### config.mk
export PLATFORM = sky130hd
export DESIGN_NAME = dahp_host
export DESIGN_NICKNAME = d
export VERILOG_FILES = /design/src/logic/dahp_pkg.sv /design/src/logic/dahp_fifo.sv /design/src/logic/dahp_host.sv
export SDC_FILE = /design/constraint.sdc
export NUM_CORES = 1
export LEC_CHECK = 0
export ABC_AREA = 1
export CELL_PAD_IN_SITES_DETAIL_PLACEMENT = 2
export CELL_PAD_IN_SITES_GLOBAL_PLACEMENT = 2
export CORE_MARGIN = 2
export CORE_UTILIZATION = 25
export CTS_CLUSTER_DIAMETER = 100
export DETAILED_ROUTE_END_ITERATION = 6
export DONT_BUFFER_PORTS = 1
export GPL_TIMING_DRIVEN = 0
export PLACE_DENSITY_LB_ADDON = 0.1
export RECOVER_POWER = 100
export SKIP_CTS_REPAIR_TIMING = 1
export SLEW_MARGIN = 20
export SYNTH_ARGS = -nofsm -noshare
export SYNTH_HDL_FRONTEND = slang
export SYNTH_SLANG_ARGS = --single-unit
### constraint.sdc
create_clock -name clk -period 6.2 [get_ports clk]
set_input_delay 1.24 -clock clk [delete_from_list [all_inputs] [get_ports clk]]
set_output_delay 1.24 -clock clk [all_outputs]
set_load 0.005 [all_outputs]
### src/logic/dahp_pkg.sv
// ==========================================================================
// Shared constants of the dual result line serial host port
package dahp_pkg;

  // ========================================================================
  // Register map, byte addresses on the AXI4-Lite slave
  localparam int          ADDR_W        = 8;
  localparam logic [7:0]  ADDR_CTRL     = 8'h00;  // Enable, word length, power-down
  localparam logic [7:0]  ADDR_DIV      = 8'h04;  // Serial clock half period
  localparam logic [7:0]  ADDR_INTERVAL = 8'h08;  // Sample interval in clock periods
  localparam logic [7:0]  ADDR_STATUS   = 8'h0C;  // Busy, sticky miss flag, burst pending, fill level
  localparam logic [7:0]  ADDR_DATA     = 8'h10;  // Pops one result pair

  // ========================================================================
  // Field positions
  localparam int CTRL_EN_BIT     = 0;   // Sample timer and frames enabled
  localparam int CTRL_LEN16_BIT  = 1;   // 1: 16 clock frame, 0: 14 clock frame
  localparam int CTRL_PD_BIT     = 2;   // Write 1: next frame is a power-down burst
  localparam int STAT_BUSY_BIT   = 0;   // Frame in progress
  localparam int STAT_MISS_BIT   = 1;   // Sticky, write 1 to clear
  localparam int STAT_PD_BIT     = 2;   // Power-down burst pending
  localparam int STAT_CNT_LSB    = 8;   // FIFO fill level
  localparam int STAT_CNT_MSB    = 12;
  localparam int HALF_W          = 16;  // Result word B sits above this position

  // ========================================================================
  // Reset values
  localparam logic [1:0]  CTRL_RST      = 2'h2;    // Disabled, 16 clock frames
  localparam logic [7:0]  DIV_RST       = 8'h04;   // 8 clk per serial clock period
  localparam logic [7:0]  DIV_MIN       = 8'h03;   // Input synchroniser needs 3 clk
  localparam logic [15:0] INTERVAL_RST  = 16'h0020;

  // ========================================================================
  // Frame lengths in serial clock cycles
  localparam logic [4:0]  BITS_LONG     = 5'h10;
  localparam logic [4:0]  BITS_SHORT    = 5'h0E;
  localparam logic [4:0]  BITS_PD       = 5'h08;

  // ========================================================================
  // Buffering and bus answers
  localparam int          FIFO_W        = 32;
  localparam int          FIFO_DEPTH    = 16;
  localparam int          CNT_W         = 5;
  localparam logic [1:0]  RESP_OKAY     = 2'h0;
  localparam logic [1:0]  RESP_DECERR   = 2'h3;

  // Frame sequencer states, one-hot
  typedef enum logic [3:0] {
    ST_IDLE  = 4'h1,
    ST_WAIT  = 4'h2,
    ST_FRAME = 4'h4,
    ST_GAP   = 4'h8
  } dahp_state_type;

endpackage

### src/logic/dahp_fifo.sv
`timescale 1ns/1ps
`default_nettype none
// ==========================================================================
// Result FIFO, registered storage, valid and ready on both sides
module dahp_fifo #(
  parameter int W     = 32,
  parameter int DEPTH = 16
) (
  input  wire logic                       clk,
  input  wire logic                       rst,
  input  wire logic [W-1:0]               in_data,
  input  wire logic                       in_valid,
  output logic                            in_ready,
  output logic [W-1:0]                    out_data,
  output logic                            out_valid,
  input  wire logic                       out_ready,
  output logic [$clog2(DEPTH):0]          count
);

  localparam int AW = $clog2(DEPTH);

  logic [W-1:0]  mem [DEPTH];    // Storage array
  logic [AW:0]   wr_ptr_r;       // Extra bit tells full from empty
  logic [AW:0]   rd_ptr_r;
  wire           push;
  wire           pop;

  assign count     = wr_ptr_r - rd_ptr_r;
  assign in_ready  = (count != DEPTH[AW:0]);
  assign out_valid = (count != '0);
  assign out_data  = mem[rd_ptr_r[AW-1:0]];
  assign push      = in_valid & in_ready;
  assign pop       = out_valid & out_ready;

  // ========================================================================
  // Pointers
  always_ff @(posedge clk or posedge rst) begin
    if (rst) begin
      wr_ptr_r <= '0;
      rd_ptr_r <= '0;
    end else begin
      wr_ptr_r <= wr_ptr_r + (AW+1)'(push);
      rd_ptr_r <= rd_ptr_r + (AW+1)'(pop);
    end
  end

  // Storage has no reset, so it maps to plain memory
  always_ff @(posedge clk) begin
    if (push) begin
      mem[wr_ptr_r[AW-1:0]] <= in_data;
    end
  end

endmodule
`default_nettype wire

### src/logic/dahp_host.sv
// The AXI4-Lite interface to the registers and the register addresses were decided locally.
`timescale 1ns/1ps
`default_nettype none
module dahp_host (
  input  wire logic                        clk,
  input  wire logic                        rst,
  input  wire logic [dahp_pkg::ADDR_W-1:0] s_axi_awaddr,
  input  wire logic                        s_axi_awvalid,
  output logic                             s_axi_awready,
  input  wire logic [31:0]                 s_axi_wdata,
  input  wire logic [3:0]                  s_axi_wstrb,
  input  wire logic                        s_axi_wvalid,
  output logic                             s_axi_wready,
  output logic [1:0]                       s_axi_bresp,
  output logic                             s_axi_bvalid,
  input  wire logic                        s_axi_bready,
  input  wire logic [dahp_pkg::ADDR_W-1:0] s_axi_araddr,
  input  wire logic                        s_axi_arvalid,
  output logic                             s_axi_arready,
  output logic [31:0]                      s_axi_rdata,
  output logic [1:0]                       s_axi_rresp,
  output logic                             s_axi_rvalid,
  input  wire logic                        s_axi_rready,
  output logic                             serial_clock,
  output logic                             transmit_frame_sync_n,
  input  wire logic                        result_line_a,
  input  wire logic                        result_line_b
);

  // ========================================================================
  // Declarations
  dahp_pkg::dahp_state_type state_r;          // Frame sequencer
  logic [1:0]                ctrl_r;           // Enable and word length
  logic [7:0]                div_r;            // Half period in clk cycles
  logic [15:0]               interval_r;       // Serial clock periods per sample
  logic                      missed_r;         // Sticky: trigger found no room or a frame in progress
  logic                      pd_pend_r;        // Power-down burst requested
  logic [7:0]                div_cnt_r;        // Divider down counter
  logic                      sclk_r;           // Serial clock level
  logic                      cs_n_r;           // Chip-select level
  logic [15:0]               tmr_r;            // Sample timer
  logic                      seen_fall_r;      // Clock went low since request
  logic                      pd_frame_r;       // Current frame is a burst
  logic [4:0]                nbits_r;          // Clocks in current frame
  logic [4:0]                fcnt_r;           // Falling edges in frame
  logic [15:0]               sh_a_r;           // Word from line A
  logic [15:0]               sh_b_r;           // Word from line B
  logic                      a_s1_r, a_s2_r;   // Line A synchroniser
  logic                      b_s1_r, b_s2_r;   // Line B synchroniser
  logic [dahp_pkg::ADDR_W-1:0] awaddr_r;       // Held write address
  logic                      aw_held_r;
  logic [31:0]               wdata_r;          // Held write data
  logic [3:0]                wstrb_r;
  logic                      w_held_r;
  logic                      bvalid_r;
  logic [1:0]                bresp_r;
  logic                      rvalid_r;
  logic [31:0]               rdata_r;
  logic [1:0]                rresp_r;
  logic [dahp_pkg::CNT_W-1:0] fifo_cnt;
  logic [31:0]               fifo_out;
  logic                      fifo_out_valid;
  logic                      fifo_in_ready;
  logic                      pop;              // A data read takes one entry

  // ========================================================================
  // Serial clock divider and edge events
  wire [7:0]  div_eff  = (div_r < dahp_pkg::DIV_MIN) ? dahp_pkg::DIV_MIN : div_r;
  wire        tick     = (div_cnt_r == 8'h00);
  wire        rise_ev  = tick & ~sclk_r;   // Clock goes high next cycle
  wire        fall_ev  = tick & sclk_r;    // Clock goes low next cycle
  wire [7:0]  div_nxt  = tick ? (div_eff - 8'h01) : (div_cnt_r - 8'h01);

  // Clock runs free from reset on; frames are cut out of it
  always_ff @(posedge clk or posedge rst) begin
    if (rst) begin
      div_cnt_r <= 8'h00;
      sclk_r    <= 1'b0;
    end else begin
      div_cnt_r <= div_nxt;
      sclk_r    <= sclk_r ^ tick;
    end
  end

  // ========================================================================
  // Sample timer, counts whole clock periods only
  wire        en          = ctrl_r[dahp_pkg::CTRL_EN_BIT];
  wire [15:0] interval_m1 = interval_r - 16'h0001;
  wire        tmr_wrap    = (tmr_r == interval_m1);
  wire        trig        = en & rise_ev & tmr_wrap;
  wire [15:0] tmr_nxt     = !en ? 16'h0000 :
                            !rise_ev ? tmr_r :
                            tmr_wrap ? 16'h0000 : tmr_r + 16'h0001;

  // Stepping only on rising events keeps triggers on one clock phase
  always_ff @(posedge clk or posedge rst) begin
    if (rst) begin
      tmr_r <= 16'h0000;
    end else begin
      tmr_r <= tmr_nxt;
    end
  end

  // ========================================================================
  // Result line synchronisers
  always_ff @(posedge clk or posedge rst) begin
    if (rst) begin
      a_s1_r <= 1'b0;
      a_s2_r <= 1'b0;
      b_s1_r <= 1'b0;
      b_s2_r <= 1'b0;
    end else begin
      a_s1_r <= result_line_a;
      a_s2_r <= a_s1_r;
      b_s1_r <= result_line_b;
      b_s2_r <= b_s1_r;
    end
  end

  // ========================================================================
  // Frame sequencer decode
  wire in_idle   = (state_r == dahp_pkg::ST_IDLE);
  wire in_wait   = (state_r == dahp_pkg::ST_WAIT);
  wire in_frame  = (state_r == dahp_pkg::ST_FRAME);
  wire in_gap    = (state_r == dahp_pkg::ST_GAP);
  wire start     = trig & in_idle & fifo_in_ready;  // A full FIFO stalls sampling
  wire miss_ev   = trig & ~start;
  wire go_low    = in_wait & rise_ev & seen_fall_r;
  wire shift_ev  = in_frame & fall_ev;
  wire frame_end = in_frame & rise_ev & (fcnt_r == nbits_r);
  wire push      = frame_end & ~pd_frame_r;
  wire [4:0] len_sel = pd_pend_r ? dahp_pkg::BITS_PD :
                       ctrl_r[dahp_pkg::CTRL_LEN16_BIT] ? dahp_pkg::BITS_LONG :
                       dahp_pkg::BITS_SHORT;
  wire [31:0] push_data = {sh_b_r, sh_a_r};

  // State and chip-select
  always_ff @(posedge clk or posedge rst) begin
    if (rst) begin
      state_r <= dahp_pkg::ST_IDLE;
      cs_n_r  <= 1'b1;
    end else begin
      case (state_r)
        dahp_pkg::ST_IDLE: begin
          if (start) begin
            state_r <= dahp_pkg::ST_WAIT;
          end
        end
        dahp_pkg::ST_WAIT: begin
          if (go_low) begin
            state_r <= dahp_pkg::ST_FRAME;
            cs_n_r  <= 1'b0;
          end
        end
        dahp_pkg::ST_FRAME: begin
          if (frame_end) begin
            state_r <= dahp_pkg::ST_GAP;
            cs_n_r  <= 1'b1;
          end
        end
        dahp_pkg::ST_GAP: begin
          if (rise_ev) begin
            state_r <= dahp_pkg::ST_IDLE;
          end
        end
        default: begin
          state_r <= dahp_pkg::ST_IDLE;
          cs_n_r  <= 1'b1;
        end
      endcase
    end
  end

  // Frame bookkeeping, latched when the request is taken
  always_ff @(posedge clk or posedge rst) begin
    if (rst) begin
      seen_fall_r <= 1'b0;
      pd_frame_r  <= 1'b0;
      nbits_r     <= dahp_pkg::BITS_LONG;
      fcnt_r      <= 5'h00;
    end else if (start) begin
      seen_fall_r <= 1'b0;
      pd_frame_r  <= pd_pend_r;
      nbits_r     <= len_sel;
      fcnt_r      <= 5'h00;
    end else begin
      seen_fall_r <= seen_fall_r | (in_wait & fall_ev);
      fcnt_r      <= fcnt_r + 5'(shift_ev);
    end
  end

  // Both lines shift together on the falling event, MSB first
  always_ff @(posedge clk or posedge rst) begin
    if (rst) begin
      sh_a_r <= 16'h0000;
      sh_b_r <= 16'h0000;
    end else if (start) begin
      sh_a_r <= 16'h0000;
      sh_b_r <= 16'h0000;
    end else if (shift_ev) begin
      sh_a_r <= {sh_a_r[14:0], a_s2_r};
      sh_b_r <= {sh_b_r[14:0], b_s2_r};
    end
  end

  // ========================================================================
  // Result FIFO
  dahp_fifo #(
    .W     (dahp_pkg::FIFO_W),
    .DEPTH (dahp_pkg::FIFO_DEPTH)
  ) u_fifo (
    .clk       (clk),
    .rst       (rst),
    .in_data   (push_data),
    .in_valid  (push),
    .in_ready  (fifo_in_ready),
    .out_data  (fifo_out),
    .out_valid (fifo_out_valid),
    .out_ready (pop),
    .count     (fifo_cnt)
  );

  // ========================================================================
  // AXI4-Lite write path; address and data may come in either order
  wire aw_hs   = s_axi_awvalid & s_axi_awready;
  wire w_hs    = s_axi_wvalid & s_axi_wready;
  wire do_wr   = aw_held_r & w_held_r & ~bvalid_r;
  wire [31:0] wmask = {{8{wstrb_r[3]}}, {8{wstrb_r[2]}}, {8{wstrb_r[1]}}, {8{wstrb_r[0]}}};
  wire wr_ctrl = do_wr & (awaddr_r == dahp_pkg::ADDR_CTRL);
  wire wr_div  = do_wr & (awaddr_r == dahp_pkg::ADDR_DIV);
  wire wr_int  = do_wr & (awaddr_r == dahp_pkg::ADDR_INTERVAL);
  wire wr_stat = do_wr & (awaddr_r == dahp_pkg::ADDR_STATUS);
  wire wr_ok   = wr_ctrl | wr_div | wr_int | wr_stat |
                 (do_wr & (awaddr_r == dahp_pkg::ADDR_DATA));
  wire [31:0] ctrl_m = ({30'h0, ctrl_r} & ~wmask) | (wdata_r & wmask);
  wire [31:0] div_m  = ({24'h0, div_r} & ~wmask) | (wdata_r & wmask);
  wire [31:0] int_m  = ({16'h0, interval_r} & ~wmask) | (wdata_r & wmask);
  wire pd_set  = wr_ctrl & wstrb_r[0] & wdata_r[dahp_pkg::CTRL_PD_BIT];
  wire miss_clr = wr_stat & wstrb_r[0] & wdata_r[dahp_pkg::STAT_MISS_BIT];

  assign s_axi_awready = ~aw_held_r & ~bvalid_r;
  assign s_axi_wready  = ~w_held_r & ~bvalid_r;
  assign s_axi_bvalid  = bvalid_r;
  assign s_axi_bresp   = bresp_r;

  // Channel holding and response
  always_ff @(posedge clk or posedge rst) begin
    if (rst) begin
      aw_held_r <= 1'b0;
      w_held_r  <= 1'b0;
      awaddr_r  <= '0;
      wdata_r   <= 32'h0000_0000;
      wstrb_r   <= 4'h0;
      bvalid_r  <= 1'b0;
      bresp_r   <= dahp_pkg::RESP_OKAY;
    end else begin
      if (aw_hs) begin
        aw_held_r <= 1'b1;
        awaddr_r  <= s_axi_awaddr;
      end
      if (w_hs) begin
        w_held_r <= 1'b1;
        wdata_r  <= s_axi_wdata;
        wstrb_r  <= s_axi_wstrb;
      end
      if (do_wr) begin
        aw_held_r <= 1'b0;
        w_held_r  <= 1'b0;
        bvalid_r  <= 1'b1;
        bresp_r   <= wr_ok ? dahp_pkg::RESP_OKAY : dahp_pkg::RESP_DECERR;
      end else if (bvalid_r & s_axi_bready) begin
        bvalid_r <= 1'b0;
      end
    end
  end

  // Control registers; hardware set wins over a software clear
  always_ff @(posedge clk or posedge rst) begin
    if (rst) begin
      ctrl_r     <= dahp_pkg::CTRL_RST;
      div_r      <= dahp_pkg::DIV_RST;
      interval_r <= dahp_pkg::INTERVAL_RST;
      pd_pend_r  <= 1'b0;
      missed_r   <= 1'b0;
    end else begin
      if (wr_ctrl) begin
        ctrl_r <= ctrl_m[1:0];
      end
      if (wr_div) begin
        div_r <= div_m[7:0];
      end
      if (wr_int) begin
        interval_r <= int_m[15:0];
      end
      pd_pend_r <= pd_set | (pd_pend_r & ~start);
      missed_r  <= miss_ev | (missed_r & ~miss_clr);
    end
  end

  // ========================================================================
  // AXI4-Lite read path; a read of the data word pops the FIFO
  wire ar_hs   = s_axi_arvalid & s_axi_arready;
  wire rd_data = (s_axi_araddr == dahp_pkg::ADDR_DATA);
  assign pop   = ar_hs & rd_data & fifo_out_valid;
  wire [31:0] stat_word = {19'h0, fifo_cnt, 5'h0, pd_pend_r, missed_r, ~in_idle};
  wire [31:0] rd_mux = (s_axi_araddr == dahp_pkg::ADDR_CTRL)     ? {30'h0, ctrl_r} :
                       (s_axi_araddr == dahp_pkg::ADDR_DIV)      ? {24'h0, div_r} :
                       (s_axi_araddr == dahp_pkg::ADDR_INTERVAL) ? {16'h0, interval_r} :
                       (s_axi_araddr == dahp_pkg::ADDR_STATUS)   ? stat_word :
                       (rd_data & fifo_out_valid)                ? fifo_out : 32'h0000_0000;
  wire rd_ok = (s_axi_araddr == dahp_pkg::ADDR_CTRL) | (s_axi_araddr == dahp_pkg::ADDR_DIV) |
               (s_axi_araddr == dahp_pkg::ADDR_INTERVAL) |
               (s_axi_araddr == dahp_pkg::ADDR_STATUS) | rd_data;

  assign s_axi_arready = ~rvalid_r;
  assign s_axi_rvalid  = rvalid_r;
  assign s_axi_rdata   = rdata_r;
  assign s_axi_rresp   = rresp_r;

  // Read answer one cycle after the address is taken
  always_ff @(posedge clk or posedge rst) begin
    if (rst) begin
      rvalid_r <= 1'b0;
      rdata_r  <= 32'h0000_0000;
      rresp_r  <= dahp_pkg::RESP_OKAY;
    end else if (ar_hs) begin
      rvalid_r <= 1'b1;
      rdata_r  <= rd_mux;
      rresp_r  <= rd_ok ? dahp_pkg::RESP_OKAY : dahp_pkg::RESP_DECERR;
    end else if (rvalid_r & s_axi_rready) begin
      rvalid_r <= 1'b0;
    end
  end

  assign serial_clock          = sclk_r;
  assign transmit_frame_sync_n = cs_n_r;

  // ========================================================================
  // Checks: cycles chip-select has been high, for the gap check
  logic [15:0] cs_high_cnt_r;
  always_ff @(posedge clk or posedge rst) begin
    if (rst) begin
      cs_high_cnt_r <= 16'h0000;
    end else if (!cs_n_r) begin
      cs_high_cnt_r <= 16'h0000;
    end else if (cs_high_cnt_r != 16'hFFFF) begin
      cs_high_cnt_r <= cs_high_cnt_r + 16'h0001;
    end
  end

  property p_cs_on_rise;
    @(posedge clk) disable iff (rst) $fell(cs_n_r) |-> $rose(sclk_r);
  endproperty
  a_cs_on_rise: assert property (p_cs_on_rise) else $error("frame start off rise");

  property p_frame_len;
    @(posedge clk) disable iff (rst) $rose(cs_n_r) |->
      ($past(fcnt_r) == dahp_pkg::BITS_LONG) || ($past(fcnt_r) == dahp_pkg::BITS_SHORT) ||
      ($past(fcnt_r) == dahp_pkg::BITS_PD);
  endproperty
  a_frame_len: assert property (p_frame_len) else $error("bad frame length");

  property p_pd_len;
    @(posedge clk) disable iff (rst) (frame_end && pd_frame_r) |->
      (fcnt_r == dahp_pkg::BITS_PD) && !push;
  endproperty
  a_pd_len: assert property (p_pd_len) else $error("burst wrong or stored");

  property p_gap;
    @(posedge clk) disable iff (rst) $fell(cs_n_r) |->
      ($past(cs_high_cnt_r) >= {7'h00, div_eff, 1'b0});
  endproperty
  a_gap: assert property (p_gap) else $error("chip-select gap too short");

  property p_div_step;
    @(posedge clk) disable iff (rst) $changed(sclk_r) |-> ($past(div_cnt_r) == 8'h00);
  endproperty
  a_div_step: assert property (p_div_step) else $error("clock edge off divider");

  property p_start_seq;
    @(posedge clk) disable iff (rst) $fell(cs_n_r) |->
      $past(in_wait) && $past(seen_fall_r) && $past(sclk_r, 2) == 1'b0;
  endproperty
  a_start_seq: assert property (p_start_seq) else $error("frame started early");

  property p_trigger;
    @(posedge clk) disable iff (rst) start |=> in_wait ##1 (!cs_n_r || in_wait) [*2];
  endproperty
  a_trigger: assert property (p_trigger) else $error("trigger lost");

  property p_missed;
    @(posedge clk) disable iff (rst) (trig && !fifo_in_ready) |=> missed_r && in_idle;
  endproperty
  a_missed: assert property (p_missed) else $error("stall not flagged");

  property p_timer_phase;
    @(posedge clk) disable iff (rst) (en && $changed(tmr_r)) |-> $past(rise_ev) || !$past(en);
  endproperty
  a_timer_phase: assert property (p_timer_phase) else $error("timer off phase");

  property p_push_data;
    @(posedge clk) disable iff (rst) push |-> (nbits_r != dahp_pkg::BITS_PD) &&
      ((nbits_r == dahp_pkg::BITS_LONG) || (sh_a_r[15:14] == 2'h0 && sh_b_r[15:14] == 2'h0));
  endproperty
  a_push_data: assert property (p_push_data) else $error("word not right justified");

  c_normal: cover property (@(posedge clk) disable iff (rst) push);
  c_pd:     cover property (@(posedge clk) disable iff (rst) frame_end && pd_frame_r);
  c_miss:   cover property (@(posedge clk) disable iff (rst) miss_ev);
  c_pop:    cover property (@(posedge clk) disable iff (rst) pop);

endmodule
`default_nettype wire

==> key figures <==
Synth
  – Area leader, netlist: edfxtp_1
  – Synth Net Count: around 2600
  – Seq/Total Area, Yosys: 0.689
  – Cells after synthesis: approximately 2500
  – Synthesized cell area: 28800 sq um
  – Largest cells by area after synthesis: edfxtp_1 53%, dfrtp_1 15%, nand2_1 7.6%, a21oi_1 3.3%, nor2_1 2.2%
  – Yosys cell types: 51
  – Share of the synthesized area in the top cell type: 0.534
  – Synthesis Warnings: 0
  – FF+latch count, synth: 690
  – Mean post-synth cell area: 11.5 sq um

Routing
  – DRC Markers: 0
  – Via count: about 20000
  – DR pass1 iterations: 5
  – Drt total wl: 117 mm
  – Iteration-0 DRC Markers: 1170
  – Vias per cell: just under 5
  – Avg WL per Cell: between 20 and 30 um
  – Number of routed nets with antenna violations: 0

Worst setup path
  – Crit. End Element: flip-flop
  – Critical path required time: 6610 ps
  – Arrival @ worst endpoint: 6010 ps
  – Crit start category: flip-flop
  – Worst-path fanout max: 15
  – Crit Path Class: reg2reg

Placed design
  – Post-Place Cells: roughly 4000
  – Pre-CTS setup slack: approximately 760 ps
  – RePlAce Congestion: about 0.77
  – I/O Buffers: 0
  – DP Wirelength: 84.4 mm

Final layout
  – Core Util, Final: 0.299
  – Finished Layout Cells: roughly 4200
  – Share of layout cells above drive strength 1: 0.0931
  – # fillers: 12100
  – Post-layout nets: 2701
  – Most frequent cells in the layout: 586 x nand2_1, 512 x edfxtp_1, 189 x a21oi_1, 172 x dfrtp_1, 161 x nor2_1
  – Most common cell after layout, fill and taps aside: nand2_1
  – P&R area growth vs syn: 18.7%

Power and ir drop
  – Share of power burned in registers: 0.454
  – Max IR drop VDD: approximately 0.22 mV
  – P_int: roughly 8500 uW
  – Sw power: 2980 uW
  – Sw Ratio: 0.260
  – Clk pwr share: 0.454
  – Comb power frac: 0.092
  – Power per cell area: 335 nW/um^2
  – Leakage: 0.0123 uW

CTS
  – CTS tree: done
  – Clock Path Buffers: 3
  – Num CTS Buffers: 85
  – Clk root buf: clkbuf_16
  – CTS clk-pin slew, worst paths: roughly 60 ps
  – Clock Latency Late Sink: between 600 and 700 ps
  – H-tree depth: 3
  – Clk sinks: around 700

STA
  – Slew @ Worst Pin: just under 3000 ps
  – Max-slew headroom: -0.934
  – Part of the cycle the worst path needs: 0.904
  – Fmax: 178 MHz
  – TNS Setup: 0 ps
  – Post-layout min period: between 5000 and 6000 ps
  – Worst Skew: between 20 and 30 ps
  – Final setup vio count: 0
  – RSZ-0062 raised after global routing: false
  – Final worst setup slack: about 600 ps
  – Slew Viols, Final: 94
  – Final hold vios: 0

Global route
  – Initial antenna violation count: 7
  – GRT Resource Usage Total: 0.199
  – Largest net degree at the start of global routing: just under 90
  – First-pass GRT wire length: approximately 170 mm
  – Overflow after GRT: 0
  – Vias in the first global route: 22500

Hold path
  – Hold crit path type: reg2reg

Status
  – Status: complete, but fails checks
  – Failing checks: max-capacitance violations, max-slew violations

Floorplanning
  – Die Area: 118000 sq um
  – Starting density of the core: 0.252
  – Die height: 343 um
  – Cell Rows: about 120
  – Die width: 343 um
  – I/O pin count: 104
  – Area of the core: roughly 110000 sq um

Flow run
  – Max-Cap Viols: 2
registers in the layout, summed over array words and instances, names as in the netlist, 2 cells and up, named ones only:
signal / flops
fcnt_r: 5
sh_b_r: 16
awaddr_r: 8
nbits_r: 3
wstrb_r: 2
state_r: 4
div_cnt_r: 8
wdata_r: 16
tmr_r: 16
u_fifo.wr_ptr_r: 5
u_fifo.rd_ptr_r: 5
u_fifo.mem: 512
sh_a_r: 16
s_axi_rdata: 32
power groups by stage:
stage / sequential, uW / clock (uW) / combinational, uW
floorplan: 5230 / 0 / 736
finish: 5190 / 5200 / 1050
global placement: 5280 / 0 / 1050
detailed placement: 5290 / 0 / 1090
CTS: 5200 / 5330 / 1090
global route: 5210 / 5480 / 1210
cells in the mapped netlist, drive strengths merged:
| cell | n |
|---|---|
| edfxtp | 512 |
| a22o | 2 |
| nor4 | 5 |
| o22ai | 11 |
| a21o | 2 |
| o21ai | 127 |
| clkbuf | 79 |
| and3 | 2 |
| clkinv | 4 |
| nand3 | 118 |
| nand3b | 4 |
| nor3 | 17 |
| a31oi | 4 |
| o41ai | 1 |
| a22oi | 32 |
| dfstp | 6 |
| o211ai | 55 |
| o311ai | 9 |
| mux2 | 6 |
| o21bai | 2 |
| nor2 | 177 |
| o221ai | 17 |
| a211oi | 1 |
| fa | 1 |
| nand2 | 587 |
| a32oi | 19 |
| xnor2 | 15 |
| inv | 159 |
| a21oi | 189 |
| and2 | 2 |
| xor2 | 30 |
| dfrtp | 172 |
| or2 | 21 |
| a32o | 27 |
| nand4 | 22 |
| buf | 52 |
| ha | 15 |
| o2111ai | 3 |
critical path, cell delays in order, from the launching register on:
cell	delay (ps)
dfrtp_1	380
buf_2	200
inv_2	180
clkbuf_1	440
clkbuf_1	720
buf_2	620
ha_1	330
nand3_1	90
nand2_1	70
xnor2_1	250
nand2_1	110
nor2_1	400
inv_1	130
nand2_1	180
nor2_1	80
nand2_1	300
nor2_4	140
clkbuf_2	370
buf_12	280
kinds of logic (layout without fill, tap and decap cells):
group           count (synthesis)  after routing  synth area share
compound gates                501            501             0.109
xor+xnor                       45             45            0.0137
fa+ha+maj                      16             16           0.00721
buf+inv                       294            482            0.0414
flops                         690            690             0.689
mux                             6              6           0.00235
other cells                     0              4                 0
simple gates                  955            955             0.137
per-layer routing:
| layer | up-vias | wire (um) | global-route usage |
|---|---|---|---|
| met4 | 0 | 3000 | 0.0510 |
| met1 | 10800 | 51900 | 0.256 |
| met2 | 283 | 59300 | 0.354 |
| met3 | 138 | 2760 | 0.0231 |
| met5 | - | 0 | 0 |
| li1 | 9113 | - | - |
stage by stage:
stage / hold slack (ps) / total power [uW] / area (sq um)
floorplan: 331 / 5960 / 28800
global placement: 342 / 6330 / 30700
detailed placement: 346 / 6370 / 31500
CTS: 360 / 11600 / 34500
global route: 370 / 11900 / 34200
finish: 356 / 11400 / 34200
worst paths after layout:
path                                                   start                           to  slack [ps]  cells after the start
max in group asynchronous                                rst      awaddr_r[4]$_DFFE_PP0P_        1570                      2
worst max register to register  u_fifo.rd_ptr_r[1]$_DFF_PP0_  u_fifo.mem[0][21]$_DFFE_PP_         600                     18
min in group asynchronous                                rst             a_s1_r$_DFF_PP0_        1070                      1
worst min register to register              b_s1_r$_DFF_PP0_             b_s2_r$_DFF_PP0_         360                      0
worst max-delay path            u_fifo.rd_ptr_r[1]$_DFF_PP0_  u_fifo.mem[0][21]$_DFFE_PP_         600                     18
worst min-delay path                        b_s1_r$_DFF_PP0_             b_s2_r$_DFF_PP0_         360                      0
layout make-up:
cell class / instances / area (sq um) / share of cell area
repair buffers: 30 / 584 / 0.0171
plain buffers: 131 / 566 / 0.0165
well taps: 1512 / 1890 / 0.0553
flip-flops and latches: 690 / 19800 / 0.580
inverters: 163 / 613 / 0.0179
multi-input cells: 1523 / 7770 / 0.227
clock inverters: 32 / 402 / 0.0117
diodes: 4 / 10.0 / 0.000293
clock buffers: 126 / 2520 / 0.0738
Note: power is estimated with default switching activity, not from simulation.
